`src/uef_consts.svh`:
```
`ifndef UEF_CONSTS_SVH
`define UEF_CONSTS_SVH

// Register offsets inside one UART channel.
`define UEF_OFS_SPCL_FLAGS 8'h06
`define UEF_OFS_SPCL_EN 8'h05
`define UEF_OFS_STS_EN 8'h07
`define UEF_OFS_STS_FLAGS 8'h08
`define UEF_OFS_MODE_CONTROL_ONE 8'h09
`define UEF_OFS_MODE_CONTROL_TWO 8'h0A

// Special-character event flag positions.
`define UEF_BIT_RESUME1 0
`define UEF_BIT_RESUME2 1
`define UEF_BIT_PAUSE1 2
`define UEF_BIT_PAUSE2 3
`define UEF_BIT_BREAK 4
`define UEF_BIT_ADDR 5

// Status event positions.
`define UEF_BIT_CLK_SETTLED 5
`define UEF_PIN_GROUP_W 4

// Mode control one positions.
`define UEF_BIT_IRQ_SEL 7
`define UEF_BIT_AUTO_DIR 4
`define UEF_BIT_RTS_TRI 3
`define UEF_BIT_TX_TRI 2
`define UEF_BIT_TX_DIS 1
`define UEF_BIT_RX_DIS 0

// Mode control two positions.
`define UEF_BIT_MULTIDROP 6
`define UEF_BIT_CHAR_MATCH 4
`define UEF_BIT_FIFO_CLR 1
`define UEF_BIT_SOFT_RST 0

// Reset values.
`define UEF_RST_SPCL_FLAGS 8'h00
`define UEF_RST_SPCL_EN 8'h00
`define UEF_RST_STS_EN 8'h00
`define UEF_RST_STS_FLAGS 8'h00
`define UEF_RST_MODE_CONTROL_ONE 8'h00
`define UEF_RST_MODE_CONTROL_TWO 8'h00

// Masks of implemented bits.
`define UEF_MASK_SPCL 8'h3F
`define UEF_MASK_STS_EN 8'h2F
`define UEF_MASK_MODE_CONTROL_ONE 8'h9F

// Timing: power-up hold of the interrupt pin.
`define UEF_CLK_KHZ 40000
`define UEF_POWERUP_NS 1000
`define UEF_POWERUP_CYC ((`UEF_POWERUP_NS * `UEF_CLK_KHZ + 999999) / 1000000)

`endif

```
`src/uef_pkg.sv`:
```
package uef_pkg;

  typedef enum logic [3:0] {
    UEF_DIR_IDLE = 4'h1,
    UEF_DIR_SETUP = 4'h2,
    UEF_DIR_SEND = 4'h4,
    UEF_DIR_HOLD = 4'h8
  } uef_dir_state_t;

  typedef logic [7:0] uef_reg_t;

endpackage

```
`src/uef_pin_sync.sv`:
```
`timescale 1ns/10ps
module uef_pin_sync #(
  parameter int W = 16
) (
  input wire logic clk, // Device clock.
  input wire logic rst_n, // Asynchronous reset, active low.
  input wire logic [W-1:0] pin_in, // Asynchronous pin levels.
  output logic [W-1:0] pin_out // Levels after two flops.
);
  logic [W-1:0] meta_q;
  logic [W-1:0] stable_q;

  genvar i;
  generate
    for (i = 0; i < W; i++) begin : g_bit
      always_ff @(posedge clk or negedge rst_n) begin
        if (!rst_n) begin
          meta_q[i] <= 1'b0;
          stable_q[i] <= 1'b0;
        end else begin
          meta_q[i] <= pin_in[i];
          stable_q[i] <= meta_q[i];
        end
      end
    end
  endgenerate

  assign pin_out = stable_q;
endmodule // uef_pin_sync

```
`src/uef_dir_ctrl.sv`:
```
`timescale 1ns/10ps
module uef_dir_ctrl (
  input wire logic clk, // Device clock.
  input wire logic rst_n, // Asynchronous reset, active low.
  input wire logic clr, // Synchronous channel reset.
  input wire logic auto_en, // Automatic direction control on.
  input wire logic fifo_has_data, // Transmit FIFO not empty.
  input wire logic shifter_busy, // Character on the wire.
  input wire logic bit_tick, // One pulse per bit time.
  input wire logic [3:0] setup_bits, // Bit times from RTS rise to send.
  input wire logic [3:0] hold_bits, // Bit times from empty to RTS fall.
  output logic rts_level, // Automatic RTS level.
  output logic send_ok, // Setup satisfied, may start a character.
  output logic empty_pulse // Transmitter fully emptied.
);
  uef_pkg::uef_dir_state_t state_q, state_d;
  logic [3:0] cnt_q, cnt_d;
  logic tx_empty;
  logic setup_done;
  logic hold_done;

  assign tx_empty = !fifo_has_data && !shifter_busy;
  assign setup_done = (cnt_q >= setup_bits);
  assign hold_done = (cnt_q >= hold_bits);

  always_comb begin
    state_d = state_q;
    cnt_d = cnt_q;
    empty_pulse = 1'b0;
    case (state_q)
      uef_pkg::UEF_DIR_IDLE: begin
        cnt_d = 4'h0;
        if (fifo_has_data) begin
          state_d = uef_pkg::UEF_DIR_SETUP;
        end
      end
      uef_pkg::UEF_DIR_SETUP: begin
        if (setup_done) begin
          state_d = uef_pkg::UEF_DIR_SEND;
        end else if (bit_tick) begin
          cnt_d = cnt_q + 4'h1;
        end
      end
      uef_pkg::UEF_DIR_SEND: begin
        cnt_d = 4'h0;
        if (tx_empty) begin
          state_d = uef_pkg::UEF_DIR_HOLD;
        end
      end
      uef_pkg::UEF_DIR_HOLD: begin
        // Any activity, queued or on the wire, cancels the hold so the
        // empty event can only mark a transmitter that is fully idle.
        if (!tx_empty) begin
          state_d = uef_pkg::UEF_DIR_SEND;
        end else if (hold_done) begin
          state_d = uef_pkg::UEF_DIR_IDLE;
          empty_pulse = 1'b1;
        end else if (bit_tick) begin
          cnt_d = cnt_q + 4'h1;
        end
      end
      default: begin
        state_d = uef_pkg::UEF_DIR_IDLE;
        cnt_d = 4'h0;
      end
    endcase
    // Leaving automatic mode drops the machine at once.
    if (!auto_en) begin
      state_d = uef_pkg::UEF_DIR_IDLE;
      cnt_d = 4'h0;
      empty_pulse = 1'b0;
    end
  end

  always_ff @(posedge clk or negedge rst_n) begin
    if (!rst_n) begin
      state_q <= uef_pkg::UEF_DIR_IDLE;
      cnt_q <= 4'h0;
    end else if (clr) begin
      state_q <= uef_pkg::UEF_DIR_IDLE;
      cnt_q <= 4'h0;
    end else begin
      state_q <= state_d;
      cnt_q <= cnt_d;
    end
  end

  assign rts_level = (state_q != uef_pkg::UEF_DIR_IDLE);
  assign send_ok = (state_q == uef_pkg::UEF_DIR_SEND);
endmodule // uef_dir_ctrl

```
`src/uef_uart_flags.sv`:
```
// Operation
// - In multidrop mode a received address character sets flag bit 5.
// - Receive line low beyond one character time sets break flag bit 4.
// - With matching on, resume/pause code hits set flag bits 0 to 3.
// - Reading the special-character flag register clears all its flags.
// - A special-character flag reaches its summary only when enabled.
// - Clock-settled status reaches status summary only while bit 5 enabled.
// - Each pin-change flag reaches status summary only when enabled.
// - Channel n watches pins 4n to 4n+3, lowest pin in bit 0.
// - Clock-settled status rises when settled, only with crystal source.
// - Clock-settled status survives reads; clears when clock disabled or in channel reset.
// - A pin level change sets its flag; status register read clears it.
// - After reset select bit is zero; interrupt pin low, then high.
// - With select bit set, interrupt pin shows pending interrupts.
// - Enabling automatic direction drives RTS low at once.
// - Automatic direction raises RTS with data queued, drops when empty.
// - RTS setup and hold follow delay register; empty raises an event.
// - Bit 3 floats the RTS pin, bit 2 floats the transmit pin.
// - Transmit disable finishes current character, keeps FIFO, idles high.
// - Automatic transmit-disable mode sets transmit disable when empty.
// - Receive disable stops new characters; FIFO contents stay readable.
// - Mode-two bit 6 selects nine-bit multidrop, no parity.
// - Mode-two bit 4 enables detection of four special characters.
// - Mode-two bit 0 holds the channel in reset until written zero.
`timescale 1ns/10ps
`include "uef_consts.svh"
module uef_uart_flags #(
  parameter int CHANNEL = 0
) (
  input wire logic CLK, // Device clock, 40 MHz.
  input wire logic RST_N, // Hardware reset, active low.
  input wire logic [7:0] REG_ADDR, // Register offset from host port.
  input wire logic REG_WR, // Write strobe, one cycle.
  input wire logic REG_RD, // Read strobe, one cycle.
  input wire logic [7:0] REG_WDATA, // Write data.
  output logic [7:0] REG_RDATA, // Read data, valid cycle after strobe.
  input wire logic RX_CHAR_VALID, // Receiver accepted a character.
  input wire logic [7:0] RX_CHAR, // Received character.
  input wire logic RX_NINTH_BIT, // Ninth bit, high marks an address.
  input wire logic RX_BREAK_DET, // Receiver saw a line break.
  input wire logic [7:0] RESUME_CODE_ONE, // First resume code.
  input wire logic [7:0] RESUME_CODE_TWO, // Second resume code.
  input wire logic [7:0] PAUSE_CODE_ONE, // First pause code.
  input wire logic [7:0] PAUSE_CODE_TWO, // Second pause code.
  input wire logic [15:0] GPIO_PINS, // Asynchronous general-purpose pins.
  input wire logic CLOCK_SETTLED, // Oscillator and PLL settled, async.
  input wire logic CLOCK_FROM_XTAL, // Crystal is the clock source.
  input wire logic CLOCK_ENABLED, // Reference clock enabled.
  input wire logic OTHER_IRQ_PENDING, // Other top interrupt bits pending.
  output logic SPECIAL_CHAR_SUMMARY, // Top interrupt bit 1.
  output logic STATUS_SUMMARY, // Top interrupt bit 2.
  output logic TX_EMPTY_EVENT, // Top interrupt bit 5, pulse.
  output logic IRQ_N, // Interrupt pin level, active low.
  output logic MULTIDROP_MODE, // Nine-bit mode, parity off.
  output logic CHAR_MATCH_ON, // Special-character detection on.
  output logic SOFT_RESET, // Channel reset level to FIFOs.
  output logic FIFO_CLEAR, // FIFO clear level.
  output logic RX_ENABLE, // Receiver may accept characters.
  output logic TX_START_OK, // Transmitter may start a character.
  input wire logic TXF_HAS_DATA, // Transmit FIFO not empty.
  input wire logic TX_SHIFTER_BUSY, // Transmit shifter busy.
  input wire logic TX_SERIAL, // Serial data from shifter.
  input wire logic BIT_TICK, // One pulse per bit time.
  input wire logic [3:0] HDPLX_SETUP, // Setup in bit times.
  input wire logic [3:0] HDPLX_HOLD, // Hold in bit times.
  input wire logic AUTO_TX_DISABLE, // Automatic transmit-disable mode.
  input wire logic RTS_MANUAL, // RTS level when not automatic.
  output logic TX_O, // Transmit pin level.
  output logic TX_OE, // Transmit pin driven.
  output logic RTS_O, // RTS pin level.
  output logic RTS_OE // RTS pin driven.
);
  localparam logic [5:0] POWERUP_CYC = 6'(`UEF_POWERUP_CYC);

  function automatic logic hit(input logic [7:0] a, input logic [7:0] ofs);
    hit = (a == ofs);
  endfunction

  logic [7:0] spcl_q, spcl_d;
  logic [7:0] spcl_en_q;
  logic [7:0] sts_en_q;
  logic [3:0] pin_evt_q, pin_evt_d;
  logic clk_ok_q, clk_ok_d;
  logic [7:0] mode_control_one_q;
  logic [7:0] mode_control_two_q;
  logic [7:0] rdata_q, rdata_d;
  logic [3:0] pin_prev_q;
  logic [5:0] pwr_cnt_q;
  logic pwr_done_q;
  logic [15:0] gpio_s;
  logic [0:0] misc_s;
  logic [2:0] prime_q;
  logic [3:0] my_pins;
  logic [3:0] pin_change;
  logic [5:0] spcl_set;
  logic sts_rd;
  logic spcl_rd;
  logic soft_rst;
  logic wr_spcl_en;
  logic wr_sts_en;
  logic wr_mode_control_one;
  logic wr_mode_control_two;
  logic rts_auto;
  logic dir_send_ok;
  logic dir_empty;
  logic tx_empty;
  logic [7:0] sts_view;
  logic irq_any;

  uef_pin_sync #(.W(16)) u_gpio_sync (
    .clk(CLK),
    .rst_n(RST_N),
    .pin_in(GPIO_PINS),
    .pin_out(gpio_s)
  );

  // Clock-settled arrives from the analog side.
  uef_pin_sync #(.W(1)) u_clk_sync (
    .clk(CLK),
    .rst_n(RST_N),
    .pin_in(CLOCK_SETTLED),
    .pin_out(misc_s)
  );

  assign soft_rst = mode_control_two_q[`UEF_BIT_SOFT_RST];
  assign wr_spcl_en = REG_WR && hit(REG_ADDR, `UEF_OFS_SPCL_EN);
  assign wr_sts_en = REG_WR && hit(REG_ADDR, `UEF_OFS_STS_EN);
  assign wr_mode_control_one = REG_WR && hit(REG_ADDR, `UEF_OFS_MODE_CONTROL_ONE);
  assign wr_mode_control_two = REG_WR && hit(REG_ADDR, `UEF_OFS_MODE_CONTROL_TWO);
  assign spcl_rd = REG_RD && hit(REG_ADDR, `UEF_OFS_SPCL_FLAGS);
  assign sts_rd = REG_RD && hit(REG_ADDR, `UEF_OFS_STS_FLAGS);

  // Special-character events from the receiver.
  assign spcl_set[`UEF_BIT_ADDR] = RX_CHAR_VALID && RX_NINTH_BIT
    && mode_control_two_q[`UEF_BIT_MULTIDROP];
  assign spcl_set[`UEF_BIT_BREAK] = RX_BREAK_DET;
  assign spcl_set[`UEF_BIT_RESUME1] = RX_CHAR_VALID && CHAR_MATCH_ON
    && (RX_CHAR == RESUME_CODE_ONE);
  assign spcl_set[`UEF_BIT_RESUME2] = RX_CHAR_VALID && CHAR_MATCH_ON
    && (RX_CHAR == RESUME_CODE_TWO);
  assign spcl_set[`UEF_BIT_PAUSE1] = RX_CHAR_VALID && CHAR_MATCH_ON
    && (RX_CHAR == PAUSE_CODE_ONE);
  assign spcl_set[`UEF_BIT_PAUSE2] = RX_CHAR_VALID && CHAR_MATCH_ON
    && (RX_CHAR == PAUSE_CODE_TWO);

  // Set wins over the clearing read so no event slips between them.
  assign spcl_d = ((spcl_rd ? 8'h00 : spcl_q) | {2'h0, spcl_set})
    & `UEF_MASK_SPCL;

  assign my_pins = gpio_s[CHANNEL*`UEF_PIN_GROUP_W +: `UEF_PIN_GROUP_W];
  assign pin_change = (my_pins ^ pin_prev_q) & {4{prime_q[2]}};
  assign pin_evt_d = (sts_rd ? 4'h0 : pin_evt_q) | pin_change;

  // Clock-settled is not touched by reads; a stopped clock or either reset drops it.
  assign clk_ok_d = !CLOCK_ENABLED ? 1'b0
    : (clk_ok_q | (misc_s[0] & CLOCK_FROM_XTAL));

  assign sts_view = {2'h0, clk_ok_q, 1'b0, pin_evt_q};

  always_comb begin
    case (REG_ADDR)
      `UEF_OFS_SPCL_EN: rdata_d = spcl_en_q;
      `UEF_OFS_SPCL_FLAGS: rdata_d = spcl_q;
      `UEF_OFS_STS_EN: rdata_d = sts_en_q;
      `UEF_OFS_STS_FLAGS: rdata_d = sts_view;
      `UEF_OFS_MODE_CONTROL_ONE: rdata_d = mode_control_one_q;
      `UEF_OFS_MODE_CONTROL_TWO: rdata_d = mode_control_two_q;
      default: rdata_d = 8'h00;
    endcase
  end

  // Hardware reset and channel reset clear the same registers.
  always_ff @(posedge CLK or negedge RST_N) begin
    if (!RST_N) begin
      spcl_q <= `UEF_RST_SPCL_FLAGS;
      spcl_en_q <= `UEF_RST_SPCL_EN;
      sts_en_q <= `UEF_RST_STS_EN;
      pin_evt_q <= 4'h0;
      clk_ok_q <= 1'b0;
    end else if (soft_rst) begin
      spcl_q <= `UEF_RST_SPCL_FLAGS;
      spcl_en_q <= `UEF_RST_SPCL_EN;
      sts_en_q <= `UEF_RST_STS_EN;
      pin_evt_q <= 4'h0;
      clk_ok_q <= 1'b0;
    end else begin
      spcl_q <= spcl_d;
      pin_evt_q <= pin_evt_d;
      clk_ok_q <= clk_ok_d;
      if (wr_spcl_en) begin
        spcl_en_q <= REG_WDATA & `UEF_MASK_SPCL;
      end
      if (wr_sts_en) begin
        sts_en_q <= REG_WDATA & `UEF_MASK_STS_EN;
      end
    end
  end

  // Pins that idle high would look like a change while the synchroniser
  // fills after hardware reset, so changes are ignored for three edges.
  always_ff @(posedge CLK or negedge RST_N) begin
    if (!RST_N) begin
      prime_q <= 3'h0;
    end else begin
      prime_q <= {prime_q[1:0], 1'b1};
    end
  end

  // The previous pin levels keep following the pins in channel reset, so
  // leaving it does not report a stale change.
  always_ff @(posedge CLK or negedge RST_N) begin
    if (!RST_N) begin
      pin_prev_q <= 4'h0;
    end else begin
      pin_prev_q <= my_pins;
    end
  end

  always_ff @(posedge CLK or negedge RST_N) begin
    if (!RST_N) begin
      mode_control_one_q <= `UEF_RST_MODE_CONTROL_ONE;
    end else if (soft_rst) begin
      mode_control_one_q <= `UEF_RST_MODE_CONTROL_ONE;
    end else if (wr_mode_control_one) begin
      mode_control_one_q <= REG_WDATA & `UEF_MASK_MODE_CONTROL_ONE;
    end else if (AUTO_TX_DISABLE && tx_empty) begin
      mode_control_one_q[`UEF_BIT_TX_DIS] <= 1'b1;
    end
  end

  // Mode two stays writable in channel reset so the host can release it.
  always_ff @(posedge CLK or negedge RST_N) begin
    if (!RST_N) begin
      mode_control_two_q <= `UEF_RST_MODE_CONTROL_TWO;
    end else if (wr_mode_control_two) begin
      mode_control_two_q <= REG_WDATA;
    end
  end

  always_ff @(posedge CLK or negedge RST_N) begin
    if (!RST_N) begin
      rdata_q <= 8'h00;
    end else if (REG_RD) begin
      rdata_q <= rdata_d;
    end
  end

  // Power-up timer restarts on either reset.
  always_ff @(posedge CLK or negedge RST_N) begin
    if (!RST_N) begin
      pwr_cnt_q <= 6'h00;
      pwr_done_q <= 1'b0;
    end else if (soft_rst) begin
      pwr_cnt_q <= 6'h00;
      pwr_done_q <= 1'b0;
    end else if (!pwr_done_q) begin
      pwr_cnt_q <= pwr_cnt_q + 6'h01;
      pwr_done_q <= (pwr_cnt_q + 6'h01 >= POWERUP_CYC);
    end
  end

  uef_dir_ctrl u_dir (
    .clk(CLK),
    .rst_n(RST_N),
    .clr(soft_rst),
    .auto_en(mode_control_one_q[`UEF_BIT_AUTO_DIR]),
    .fifo_has_data(TXF_HAS_DATA),
    .shifter_busy(TX_SHIFTER_BUSY),
    .bit_tick(BIT_TICK),
    .setup_bits(HDPLX_SETUP),
    .hold_bits(HDPLX_HOLD),
    .rts_level(rts_auto),
    .send_ok(dir_send_ok),
    .empty_pulse(dir_empty)
  );

  assign tx_empty = !TXF_HAS_DATA && !TX_SHIFTER_BUSY;
  assign REG_RDATA = rdata_q;

  assign SPECIAL_CHAR_SUMMARY = |(spcl_q & spcl_en_q);
  assign STATUS_SUMMARY = (clk_ok_q & sts_en_q[`UEF_BIT_CLK_SETTLED])
    | (|(pin_evt_q & sts_en_q[3:0]));
  assign TX_EMPTY_EVENT = dir_empty;
  assign irq_any = SPECIAL_CHAR_SUMMARY || STATUS_SUMMARY
    || TX_EMPTY_EVENT || OTHER_IRQ_PENDING;
  // Before the select bit is set the pin only signals power-up done.
  assign IRQ_N = mode_control_one_q[`UEF_BIT_IRQ_SEL] ? !irq_any
    : pwr_done_q;

  assign MULTIDROP_MODE = mode_control_two_q[`UEF_BIT_MULTIDROP];
  assign CHAR_MATCH_ON = mode_control_two_q[`UEF_BIT_CHAR_MATCH];
  assign SOFT_RESET = soft_rst;
  assign FIFO_CLEAR = mode_control_two_q[`UEF_BIT_FIFO_CLR] | soft_rst;
  assign RX_ENABLE = !mode_control_one_q[`UEF_BIT_RX_DIS] && !soft_rst;

  // Disable only blocks new starts; a character in flight completes.
  assign TX_START_OK = !mode_control_one_q[`UEF_BIT_TX_DIS] && !soft_rst
    && (!mode_control_one_q[`UEF_BIT_AUTO_DIR] || dir_send_ok);
  assign TX_O = TX_SHIFTER_BUSY ? TX_SERIAL : 1'b1;
  assign TX_OE = !mode_control_one_q[`UEF_BIT_TX_TRI];
  assign RTS_O = mode_control_one_q[`UEF_BIT_AUTO_DIR] ? rts_auto : RTS_MANUAL;
  assign RTS_OE = !mode_control_one_q[`UEF_BIT_RTS_TRI];
endmodule // uef_uart_flags

```
`config.mk`:
```
export PLATFORM = sky130hd
export DESIGN_NAME = uef_uart_flags
export DESIGN_NICKNAME = d
export VERILOG_FILES = /design/src/uef_pkg.sv /design/src/uef_pin_sync.sv /design/src/uef_dir_ctrl.sv /design/src/uef_uart_flags.sv
export VERILOG_INCLUDE_DIRS = /design/src
export SDC_FILE = /design/constraint.sdc
export NUM_CORES = 1
export LEC_CHECK = 0
export BUFFER_PORTS_ARGS = -buffer_cell sky130_fd_sc_hd__buf_4
export CAP_MARGIN = 20
export CORE_UTILIZATION = 47
export DETAILED_ROUTE_END_ITERATION = 10
export PLACE_DENSITY = 0.74
export SETUP_SLACK_MARGIN = 0.15
export SLEW_MARGIN = 15
export SYNTH_ARGS = -nofsm -noshare
export SYNTH_HDL_FRONTEND = slang
export SYNTH_SLANG_ARGS = --single-unit
```
`constraint.sdc`:
```
create_clock -name CLK -period 1.6 [get_ports CLK]
set_input_delay 0.08 -clock CLK [delete_from_list [all_inputs] [get_ports CLK]]
set_output_delay 0.08 -clock CLK [all_outputs]
set_load 0.01 [all_outputs]
```
==> impl_results.html, run 1 <==
<table>
<tr><th>Metric</th><th>Value</th></tr>
<tr><th colspan="2">Status</th></tr>
<tr><td>Result of the run</td><td>finished, violations left</td></tr>
<tr><td>Failing checks</td><td>setup timing</td></tr>
<tr><th colspan="2">Critical path</th></tr>
<tr><td>Kind of start point of the critical path</td><td>flip-flop</td></tr>
<tr><td>R2R Setup Slk</td><td>-0.27 ns</td></tr>
<tr><td>Cell type of the slowest stage on the worst timing path</td><td>or4b_4</td></tr>
<tr><td>Cell-by-cell listing of the critical path</td><td>a222oi_1 &gt; nand2_1 &gt; or4b_4 &gt; o22ai_2 &gt; buf_4</td></tr>
<tr><td>Worst r2r path cells</td><td>8</td></tr>
<tr><td>Worst flop-to-flop path endpoint</td><td>u_dir.cnt_q[2]</td></tr>
<tr><td>Worst path arrival time</td><td>between 1.5 and 2 ns</td></tr>
<tr><td>Slowest Stage Delay on Critical Path</td><td>0.51 ns</td></tr>
<tr><td>Critical Path RT</td><td>1.52 ns</td></tr>
<tr><td>Kind of end point of the critical path</td><td>primary output</td></tr>
<tr><td>Class of the most critical setup path</td><td>reg -&gt; out</td></tr>
<tr><td>Critical Path Fanout Max</td><td>2</td></tr>
<tr><td>Startpoint of the lowest-slack register-to-register path</td><td>u_dir.cnt_q[2]</td></tr>
<tr><th colspan="2">Detailed routing</th></tr>
<tr><td>Total wire length</td><td>12100 um</td></tr>
<tr><td>Antenna violation net count after detailed routing</td><td>0</td></tr>
<tr><td>Via-per-instance ratio</td><td>5.70</td></tr>
<tr><td>Total vias in the final route</td><td>~4.0k</td></tr>
<tr><td>Number of DRC markers in iteration 0</td><td>around 230</td></tr>
<tr><td>Count of TritonRoute iterations in the first routing pass</td><td>5</td></tr>
<tr><td>Post-DR wirelength/cell</td><td>around 17 um</td></tr>
<tr><td>Remaining routing DRC violations</td><td>0</td></tr>
<tr><th colspan="2">Synth</th></tr>
<tr><td>Yosys Warn Count</td><td>0</td></tr>
<tr><td>Dominant cell by count in the synthesized netlist</td><td>dfrtp_1</td></tr>
<tr><td>Most used DFF post-synth</td><td>dfrtp_1</td></tr>
<tr><td>Gate count of the mapped netlist</td><td>~420</td></tr>
<tr><td>Number of unique standard cell types used by synthesis</td><td>62</td></tr>
<tr><td>Netlist area before placement</td><td>0.00422 sq mm</td></tr>
<tr><td>Synth Register Bits</td><td>76</td></tr>
<tr><td>Avg Synthesized Cell Area</td><td>between 9 and 10 sq um</td></tr>
<tr><td>Most numerous cell types in the synthesized netlist</td><td>dfrtp_1 (75), nor2_1 (42), a21oi_1 (32)</td></tr>
<tr><td>Number of flops mapped to enable cells by yosys</td><td>0</td></tr>
<tr><td>Portion of the post-synthesis area used by sequential elements</td><td>45.1%</td></tr>
<tr><td>Top-area cell type share of the netlist area</td><td>44.5%</td></tr>
<tr><td>Async S/R FF share, synth</td><td>100%</td></tr>
<tr><td>Top cell type by total area after synthesis</td><td>dfrtp_1</td></tr>
<tr><td>Largest cells by area after synthesis</td><td>dfrtp_1 (44%), xnor2_1 (6.4%), a21oi_1 (3.8%)</td></tr>
<tr><td>Nets in the synthesized netlist</td><td>approximately 530</td></tr>
<tr><th colspan="2">Clocking</th></tr>
<tr><td>H-tree depth reported by CTS</td><td>3</td></tr>
<tr><td>Insertion delay to the later sink of the worst-skew pair</td><td>~0.36 ns</td></tr>
<tr><td>TritonCTS buffer count</td><td>9</td></tr>
<tr><td>Bufs on Longest Clock Path</td><td>2</td></tr>
<tr><td>Total number of clock tree sinks</td><td>76</td></tr>
<tr><td>Clock transition at path regs</td><td>0.09 ns</td></tr>
<tr><td>CTS tree</td><td>done</td></tr>
<tr><td>Root cell of the clock tree</td><td>clkbuf_8</td></tr>
<tr><th colspan="2">Power</th></tr>
<tr><td>Power, Total</td><td>4.85 mW</td></tr>
<tr><td>Standby leakage power</td><td>2.80 nW</td></tr>
<tr><td>Relative contribution of sequential cells to total power</td><td>46.5%</td></tr>
<tr><td>Pwr per Cell Area</td><td>787 mW/mm^2</td></tr>
<tr><td>Clock Power Share</td><td>between 30% and 40%</td></tr>
<tr><td>Internal power</td><td>3.41 mW</td></tr>
<tr><td>Switching component of the power</td><td>1.44 mW</td></tr>
<tr><td>Combinational share of power</td><td>22.0%</td></tr>
<tr><td>VDD IR max</td><td>0.000363 V</td></tr>
<tr><td>Switch share</td><td>29.7%</td></tr>
<tr><th colspan="2">GRT</th></tr>
<tr><td>First-pass GRT wire length</td><td>around 19000 um</td></tr>
<tr><td>Via count of the first global-routing pass</td><td>around 3.9k</td></tr>
<tr><td>Overflow left after global routing</td><td>0</td></tr>
<tr><td>Number of antenna violations at the first check in global routing</td><td>0</td></tr>
<tr><td>Overall Global Routing Usage</td><td>about 25%</td></tr>
<tr><td>Maximum number of pins on one net before global-route repair</td><td>39</td></tr>
<tr><th colspan="2">Finish</th></tr>
<tr><td>Post-route design area</td><td>0.00616 sq mm</td></tr>
<tr><td>Number of antenna diodes</td><td>0</td></tr>
<tr><td>Share of cells above drive strength 1</td><td>a little over two fifths</td></tr>
<tr><td>Final #Nets</td><td>between 700 and 800</td></tr>
<tr><td>Post-synthesis to final-layout area growth</td><td>46.0%</td></tr>
<tr><td>Filler cell count in the final layout</td><td>644</td></tr>
<tr><th colspan="2">STA</th></tr>
<tr><td>Unrepaired setup endpoints after global routing</td><td>yes</td></tr>
<tr><td>Post-route worst hold slack</td><td>0.0137 ns</td></tr>
<tr><td>Final critical path time including I/O delays and setup</td><td>2.06 ns</td></tr>
<tr><td>Worst Clk Skew</td><td>around 0.017 ns</td></tr>
<tr><td>Number of pins with negative max-slew slack in the final report</td><td>0</td></tr>
<tr><td>Hold violation total from the final report</td><td>0</td></tr>
<tr><td>Count of endpoints failing setup in the final report</td><td>10</td></tr>
<tr><td>Min setup slack post-route</td><td>-0.462 ns</td></tr>
<tr><td>Peak clock frequency supported by timing</td><td>slightly below 500 MHz</td></tr>
<tr><td>Final Cycle Share</td><td>129%</td></tr>
<tr><td>Total negative slack for setup checks</td><td>-2.27 ns</td></tr>
<tr><th colspan="2">Placed design</th></tr>
<tr><td>Cell area reported after detailed placement</td><td>~0.0054 sq mm</td></tr>
<tr><td>Number of input and output port buffers inserted</td><td>106</td></tr>
<tr><td>Post-detail-place hpwl</td><td>approximately 8600 um</td></tr>
<tr><td>Routability-driven placement congestion ratio</td><td>0.888</td></tr>
<tr><th colspan="2">Min path</th></tr>
<tr><td>Worst min-delay path startpoint</td><td>REG_WDATA[1]</td></tr>
<tr><td>Destination of the worst hold path</td><td>mode_control_two_q[1]</td></tr>
<tr><td>WHS Path Cells</td><td>2</td></tr>
<tr><td>Class of the worst hold path</td><td>in -&gt; reg</td></tr>
<tr><th colspan="2">Die</th></tr>
<tr><td>Total Die Area</td><td>a little over 0.009 sq mm</td></tr>
<tr><td>Core footprint</td><td>0.00872 sq mm</td></tr>
<tr><td>Number of primary I/O pins</td><td>119</td></tr>
<tr><td>Std cell rows</td><td>34</td></tr>
<tr><td>Die extent in y</td><td>around 97 um</td></tr>
<tr><td>Initial cell density of the core</td><td>between 40 and 50%</td></tr>
<tr><td>Die boundary width</td><td>96.7 um</td></tr>
<tr><th colspan="2">Flow run</th></tr>
<tr><td>Max_cap viols</td><td>0</td></tr>
</table>
## flip-flops by register name, summed over array words and instances (netlist names), 5 cells and up
| register | count |
|---|---|
| mode_control_one_q | 6 |
| spcl_en_q | 6 |
| mode_control_two_q | 8 |
| pwr_cnt_q | 6 |
| sts_en_q | 5 |
| REG_RDATA | 8 |
| spcl_q | 6 |
## power groups by stage
stage	sequential (mW)	combinational (mW)	clock, mW
floorplan	2.24	0.544	0
detailed placement	2.29	0.976	0
global route	2.28	1.17	1.63
CTS	2.25	1.04	1.55
finish	2.25	1.07	1.53
global placement	2.28	0.947	0
## worst max-delay path: cells and delay by family, from the launching register on
kind / cells / cell delay [ns]
AOI/OAI and AO/OA: 2 / 0.45
and+or+nand+nor: 2 / 0.64
DFF: 1 / 0.40
buffers and inverters: 1 / 0.14
## cells by family after synthesis
| logic type | synth area share, % |
|---|---|
| simple gates | 16.5 |
| compound gates | 15.7 |
| flops | 45.1 |
| buf+inv | 5.34 |
| xor+xnor | 8.51 |
| mux | 5.49 |
| fa+ha+maj | 3.26 |
| other cells | 0.0889 |
## what timing repair did
item                                   4_1_cts  5_1_grt
resized for setup                           41       15
buffers inserted                            13       14
setup endpoints to repair                   15       15
pin swaps                                   20       16
hold buffers                                12        0
cloned                                       1        0
endpoints found under the hold margin       89        0
## layout by cell type (no fill, tap or decap), types with 4 or more instances in the layout
cell / synthesis / layout
buf_4: 4 / 162
dfrtp_1: 75 / 72
nor2_1: 42 / 38
xnor2_1: 31 / 31
a21oi_1: 32 / 28
nand3_1: 19 / 18
nand2_1: 16 / 15
mux2i_1: 13 / 13
inv_1: 15 / 12
dlygate4sd3_1: 0 / 12
a22oi_1: 13 / 11
nand4_1: 11 / 11
xor2_1: 10 / 10
buf_6: 2 / 10
mux2_2: 9 / 9
clkbuf_8: 0 / 9
nor2b_1: 8 / 6
nor4_1: 7 / 6
nor3_1: 8 / 6
ha_4: 0 / 6
a22oi_2: 3 / 5
a211o_1: 5 / 5
ha_1: 11 / 5
a21oi_2: 1 / 4
a22o_2: 4 / 4
## area by class of cell
cell class	instances	area, sq um	share of cell area [%]
Tap cell	108	135	2.19
Sequential cell	76	1910	31.0
Inverter	16	62.6	1.02
Multi-Input combinational cell	303	2330	37.9
Clock buffer	9	124	2.01
Clock inverter	7	80.1	1.30
Timing Repair Buffer	188	1510	24.6
## metrics by stage
step	cells	setup slack (ns)	utilization, %
finish	707	-0.462	70.6
global route	707	-0.571	70.6
CTS	693	-0.468	68.4
detailed placement	651	-0.149	61.4
global placement	651	-0.117	61.4
floorplan	423	-0.0583	-
## worst max path at each step
stage	cells after the start	start	endpoint
2_1_floorplan	5	u_dir.cnt_q[3]	u_dir.cnt_q[2]
3_3_place_gp	5	sts_en_q[3]	IRQ_N
3_5_place_dp	5	u_dir.cnt_q[3]	u_dir.cnt_q[2]
4_1_cts	5	pin_evt_q[3]	IRQ_N
5_1_grt	5	sts_en_q[3]	IRQ_N
6_report	5	sts_en_q[3]	IRQ_N
## layer usage
metal | wire length [um] | vias up | global-route usage [%]
met5 | 0 | - | 0
met4 | 301 | 0 | 9.87
met3 | 755 | 31 | 3.25
met2 | 5910 | 194 | 40.8
met1 | 5170 | 1945 | 35.2
li1 | - | 1859 | -
No activity file was read; power rests on OpenSTA's default activity.
==> run 2: changes to the inputs <==
--- a/config.mk
+++ b/config.mk
@@ -8,9 +8,11 @@
 export LEC_CHECK = 0
 export BUFFER_PORTS_ARGS = -buffer_cell sky130_fd_sc_hd__buf_4
 export CAP_MARGIN = 20
-export CORE_UTILIZATION = 47
+export CELL_PAD_IN_SITES_DETAIL_PLACEMENT = 1
+export CELL_PAD_IN_SITES_GLOBAL_PLACEMENT = 1
+export CORE_UTILIZATION = 36
 export DETAILED_ROUTE_END_ITERATION = 10
-export PLACE_DENSITY = 0.74
+export PLACE_DENSITY = 0.75
 export SETUP_SLACK_MARGIN = 0.15
 export SLEW_MARGIN = 15
 export SYNTH_ARGS = -nofsm -noshare
==> run 2 against run 1 <==
Combinational power rose by 7%. Via count rose by 0.82%. Critical path depth did not move. Routed wire length rose by 25%. Critical endpoint unchanged. Flip-flop and latch count did not move. Critical path type unchanged. Highest routed layer unchanged. Global-route usage fell by 0.60 points. Core utilization fell by 14 points. Non-clock buffer count fell by 1. Final area rose by 4.7%. Clock power rose by 44%. Clock-buffer cell count did not move. Clock skew fell by 0.0094 ns. The flow still finishes with violations (setup timing).
==> impl_results.html, run 2 (synthesized netlist as in run 1, its figures left out) <==
<table>
<tr><th>Metric</th><th>Value</th></tr>
<tr><th colspan="2">GRT</th></tr>
<tr><td>Via count of the first global-routing pass</td><td>4304 (+9.8%)</td></tr>
<tr><td>Met1 Use GR</td><td>29.3% (-5.9 points)</td></tr>
<tr><td>Met2 Use GR</td><td>43.6% (+2.8 points)</td></tr>
<tr><td>Global routing met3 resource utilization</td><td>5.00% (+1.7 points)</td></tr>
<tr><td>Busiest grt layer</td><td>met2</td></tr>
<tr><td>Overall Global Routing Usage</td><td>24.8% (-0.60 points)</td></tr>
<tr><td>Number of antenna violations at the first check in global routing</td><td>0 (unchanged)</td></tr>
<tr><td>Maximum number of pins on one net before global-route repair</td><td>37 (-5.1%)</td></tr>
<tr><td>Overflow left after global routing</td><td>0 (unchanged)</td></tr>
<tr><td>First-pass GRT wire length</td><td>22300 um (+18%)</td></tr>
<tr><th colspan="2">Clocking</th></tr>
<tr><td>Root cell of the clock tree</td><td>clkbuf_16</td></tr>
<tr><td>CTS tree</td><td>done</td></tr>
<tr><td>H-tree depth reported by CTS</td><td>3 (unchanged)</td></tr>
<tr><td>Total number of clock tree sinks</td><td>76 (unchanged)</td></tr>
<tr><td>Clock transition at path regs</td><td>0.07 ns (-0.02 ns)</td></tr>
<tr><td>TritonCTS buffer count</td><td>9 (unchanged)</td></tr>
<tr><td>Insertion delay to the later sink of the worst-skew pair</td><td>0.35 ns (about the same)</td></tr>
<tr><td>Bufs on Longest Clock Path</td><td>2 (unchanged)</td></tr>
<tr><th colspan="2">Placed design</th></tr>
<tr><td>Number of input and output port buffers inserted</td><td>106 (unchanged)</td></tr>
<tr><td>Cell area reported after detailed placement</td><td>0.00547 sq mm (+2.1%)</td></tr>
<tr><td>Routability-driven placement congestion ratio</td><td>0.827 (-6.9%)</td></tr>
<tr><td>Post-detail-place hpwl</td><td>10200 um (+18%)</td></tr>
<tr><th colspan="2">STA</th></tr>
<tr><td>Peak clock frequency supported by timing</td><td>481 MHz (-0.93%)</td></tr>
<tr><td>Hold violation total from the final report</td><td>0 (unchanged)</td></tr>
<tr><td>Slew at the pin closest to its max-slew limit</td><td>0.567 ns</td></tr>
<tr><td>Post-route worst hold slack</td><td>0.0118 ns (-0.00186 ns)</td></tr>
<tr><td>Count of endpoints failing setup in the final report</td><td>13 (+3)</td></tr>
<tr><td>Min setup slack post-route</td><td>-0.481 ns (-0.0194 ns)</td></tr>
<tr><td>Number of pins with negative max-slew slack in the final report</td><td>0 (unchanged)</td></tr>
<tr><td>Worst Clk Skew</td><td>0.00750 ns (-0.00945 ns)</td></tr>
<tr><td>Final critical path time including I/O delays and setup</td><td>2.08 ns (+0.0194 ns)</td></tr>
<tr><td>Final Cycle Share</td><td>130% (+1.2 points)</td></tr>
<tr><td>Unrepaired setup endpoints after global routing</td><td>yes</td></tr>
<tr><td>Worst relative slew slack</td><td>62.2%</td></tr>
<tr><th colspan="2">Die</th></tr>
<tr><td>Die boundary width</td><td>110 um (+14%)</td></tr>
<tr><td>Die extent in y</td><td>110 um (+14%)</td></tr>
<tr><td>Initial cell density of the core</td><td>36.9% (-11 points)</td></tr>
<tr><td>Total Die Area</td><td>0.0122 sq mm (+30%)</td></tr>
<tr><td>Number of primary I/O pins</td><td>119 (unchanged)</td></tr>
<tr><td>Std cell rows</td><td>39 (+15%)</td></tr>
<tr><td>Core footprint</td><td>0.0114 sq mm (+31%)</td></tr>
<tr><th colspan="2">Critical path</th></tr>
<tr><td>Cell-by-cell listing of the critical path</td><td>a222oi_1 &gt; nand2_1 &gt; or4b_4 &gt; o22ai_2 &gt; buf_4</td></tr>
<tr><td>Kind of start point of the critical path</td><td>flip-flop</td></tr>
<tr><td>Cell type of the slowest stage on the worst timing path</td><td>or4b_4</td></tr>
<tr><td>Critical Path RT</td><td>1.52 ns (about the same)</td></tr>
<tr><td>Slowest Stage Delay on Critical Path</td><td>0.51 ns (about the same)</td></tr>
<tr><td>Class of the most critical setup path</td><td>reg -&gt; out</td></tr>
<tr><td>Worst path arrival time</td><td>2.00 ns (+0.02 ns)</td></tr>
<tr><td>R2R Setup Slk</td><td>-0.32 ns (-0.05 ns)</td></tr>
<tr><td>Worst flop-to-flop path endpoint</td><td>u_dir.cnt_q[1]</td></tr>
<tr><td>Startpoint of the lowest-slack register-to-register path</td><td>u_dir.cnt_q[0]</td></tr>
<tr><td>Worst r2r path cells</td><td>9 (+1)</td></tr>
<tr><td>Kind of end point of the critical path</td><td>primary output</td></tr>
<tr><td>Critical Path Fanout Max</td><td>2 (unchanged)</td></tr>
<tr><th colspan="2">Finish</th></tr>
<tr><td>Filler cell count in the final layout</td><td>1254 (+95%)</td></tr>
<tr><td>Leading cell type in the layout, fill and taps excluded</td><td>buf_4</td></tr>
<tr><td>Number of antenna diodes</td><td>0 (unchanged)</td></tr>
<tr><td>Most frequent cells in the layout</td><td>buf_4 (163), dfrtp_1 (72), nor2_1 (38), xnor2_1 (31), a21oi_1 (25)</td></tr>
<tr><td>Post-route design area</td><td>0.00644 sq mm (+4.7%)</td></tr>
<tr><td>Final #Nets</td><td>701 (-0.14%)</td></tr>
<tr><td>Share of cells above drive strength 1</td><td>46.0% (+3.6 points)</td></tr>
<tr><td>Post-synthesis to final-layout area growth</td><td>52.8%</td></tr>
<tr><th colspan="2">Power</th></tr>
<tr><td>Switching component of the power</td><td>1.66 mW (+15%)</td></tr>
<tr><td>Pwr per Cell Area</td><td>869 mW/mm^2 (+10%)</td></tr>
<tr><td>Switch share</td><td>29.7% (-0.044 points)</td></tr>
<tr><td>Standby leakage power</td><td>2.85 nW (+2.0%)</td></tr>
<tr><td>Internal power</td><td>3.94 mW (+16%)</td></tr>
<tr><td>Clock Power Share</td><td>39.3% (+7.8 points)</td></tr>
<tr><td>Relative contribution of sequential cells to total power</td><td>40.4% (-6.1 points)</td></tr>
<tr><td>Combinational share of power</td><td>20.3% (-1.7 points)</td></tr>
<tr><td>VDD IR max</td><td>0.000578 V (+59%)</td></tr>
<tr><th colspan="2">Detailed routing</th></tr>
<tr><td>Via-per-instance ratio</td><td>5.48 (-3.8%)</td></tr>
<tr><td>Total wire length</td><td>15200 um (+25%)</td></tr>
<tr><td>Remaining routing DRC violations</td><td>0 (unchanged)</td></tr>
<tr><td>Count of TritonRoute iterations in the first routing pass</td><td>4 (-1)</td></tr>
<tr><td>Antenna violation net count after detailed routing</td><td>0 (unchanged)</td></tr>
<tr><td>Total vias in the final route</td><td>4062 (+0.82%)</td></tr>
<tr><td>Number of DRC markers in iteration 0</td><td>177 (-23%)</td></tr>
<tr><td>Post-DR wirelength/cell</td><td>20.5 um (+20%)</td></tr>
<tr><th colspan="2">Min path</th></tr>
<tr><td>Destination of the worst hold path</td><td>mode_control_two_q[5]</td></tr>
<tr><td>WHS Path Cells</td><td>2 (unchanged)</td></tr>
<tr><td>Class of the worst hold path</td><td>in -&gt; reg</td></tr>
<tr><td>Worst min-delay path startpoint</td><td>REG_WDATA[5]</td></tr>
<tr><th colspan="2">Status</th></tr>
<tr><td>Failing checks</td><td>setup timing</td></tr>
<tr><td>Result of the run</td><td>finished, violations left</td></tr>
<tr><th colspan="2">Flow run</th></tr>
<tr><td>Max_cap viols</td><td>0 (unchanged)</td></tr>
</table>
-- run 2: cell count changes in the layout (fill, tap and decap cells not counted), moves of 3 or more --
cell,before,now
a21oi_1,28,25
a21oi_2,4,7
clkbuf_16,0,9
clkbuf_8,9,0
-- run 2: metal layers --
layer	wire [um]	up-vias
met5	0	-
met4	430	0
li1	-	1860
met1	6110	2018
met3	787	35
met2	7880	149
-- run 2: per-stage QoR --
stage | TNS [ns] | worst slack, ns | std cells | util [%] | power, mW
3_5_place_dp | -2.25 | -0.185 | 695 | 47.9 | 3.30
6_report | -2.80 | -0.481 | 741 | 56.4 | 5.60
2_1_floorplan | -0.0804 | -0.0583 | 423 | - | 2.78
3_3_place_gp | -0.648 | -0.117 | 695 | 47.9 | 3.24
4_1_cts | -1.30 | -0.535 | 726 | 53.1 | 5.55
5_1_grt | -3.57 | -0.563 | 741 | 56.4 | 5.84
-- run 2: layout make-up --
type | count | area, sq um | share of cell area, %
multi-input cells | 303 | 2480 | 38.6
flip-flops and latches | 76 | 1910 | 29.6
repair buffers | 187 | 1500 | 23.3
clock buffers | 9 | 225 | 3.49
well taps | 143 | 179 | 2.78
clock inverters | 7 | 90.1 | 1.40
inverters | 16 | 60.1 | 0.932
-- run 2: how the worst max path moves through the flow --
stage,from,to,slack [ns],cells past startpoint
after floorplan,u_dir.cnt_q[3],u_dir.cnt_q[2],-0.06,5
after global placement,sts_en_q[3],IRQ_N,-0.12,5
after detailed placement,sts_en_q[3],IRQ_N,-0.18,5
after CTS,pin_evt_q[3],IRQ_N,-0.54,5
after global routing,sts_en_q[3],IRQ_N,-0.56,5
final,sts_en_q[3],IRQ_N,-0.48,5
-- run 2: critical path, delay by kind of cell, from the launching register on --
family / cells / cell delay (ns)
flops: 1 / 0.39
buf+inv: 1 / 0.14
simple gates: 2 / 0.65
compound gates: 2 / 0.46
-- run 2: power by group through the flow --
stage                     registers, mW  logic, mW  clock network (mW)
after floorplan                    2.24      0.544                   0
after CTS                          2.26       1.08                2.22
after global routing               2.29       1.24                2.31
after global placement             2.27      0.968                   0
after detailed placement           2.29       1.01                   0
final                              2.26       1.14                2.20
-- run 2: repair_timing --
action                                 4_1_cts  5_1_grt
resized for setup                           34       50
setup endpoints to repair                   14       19
buffers inserted                             5       15
hold buffers                                10        0
pin swaps                                   10       23
endpoints found under the hold margin       38        0
gates cloned                                 0        0
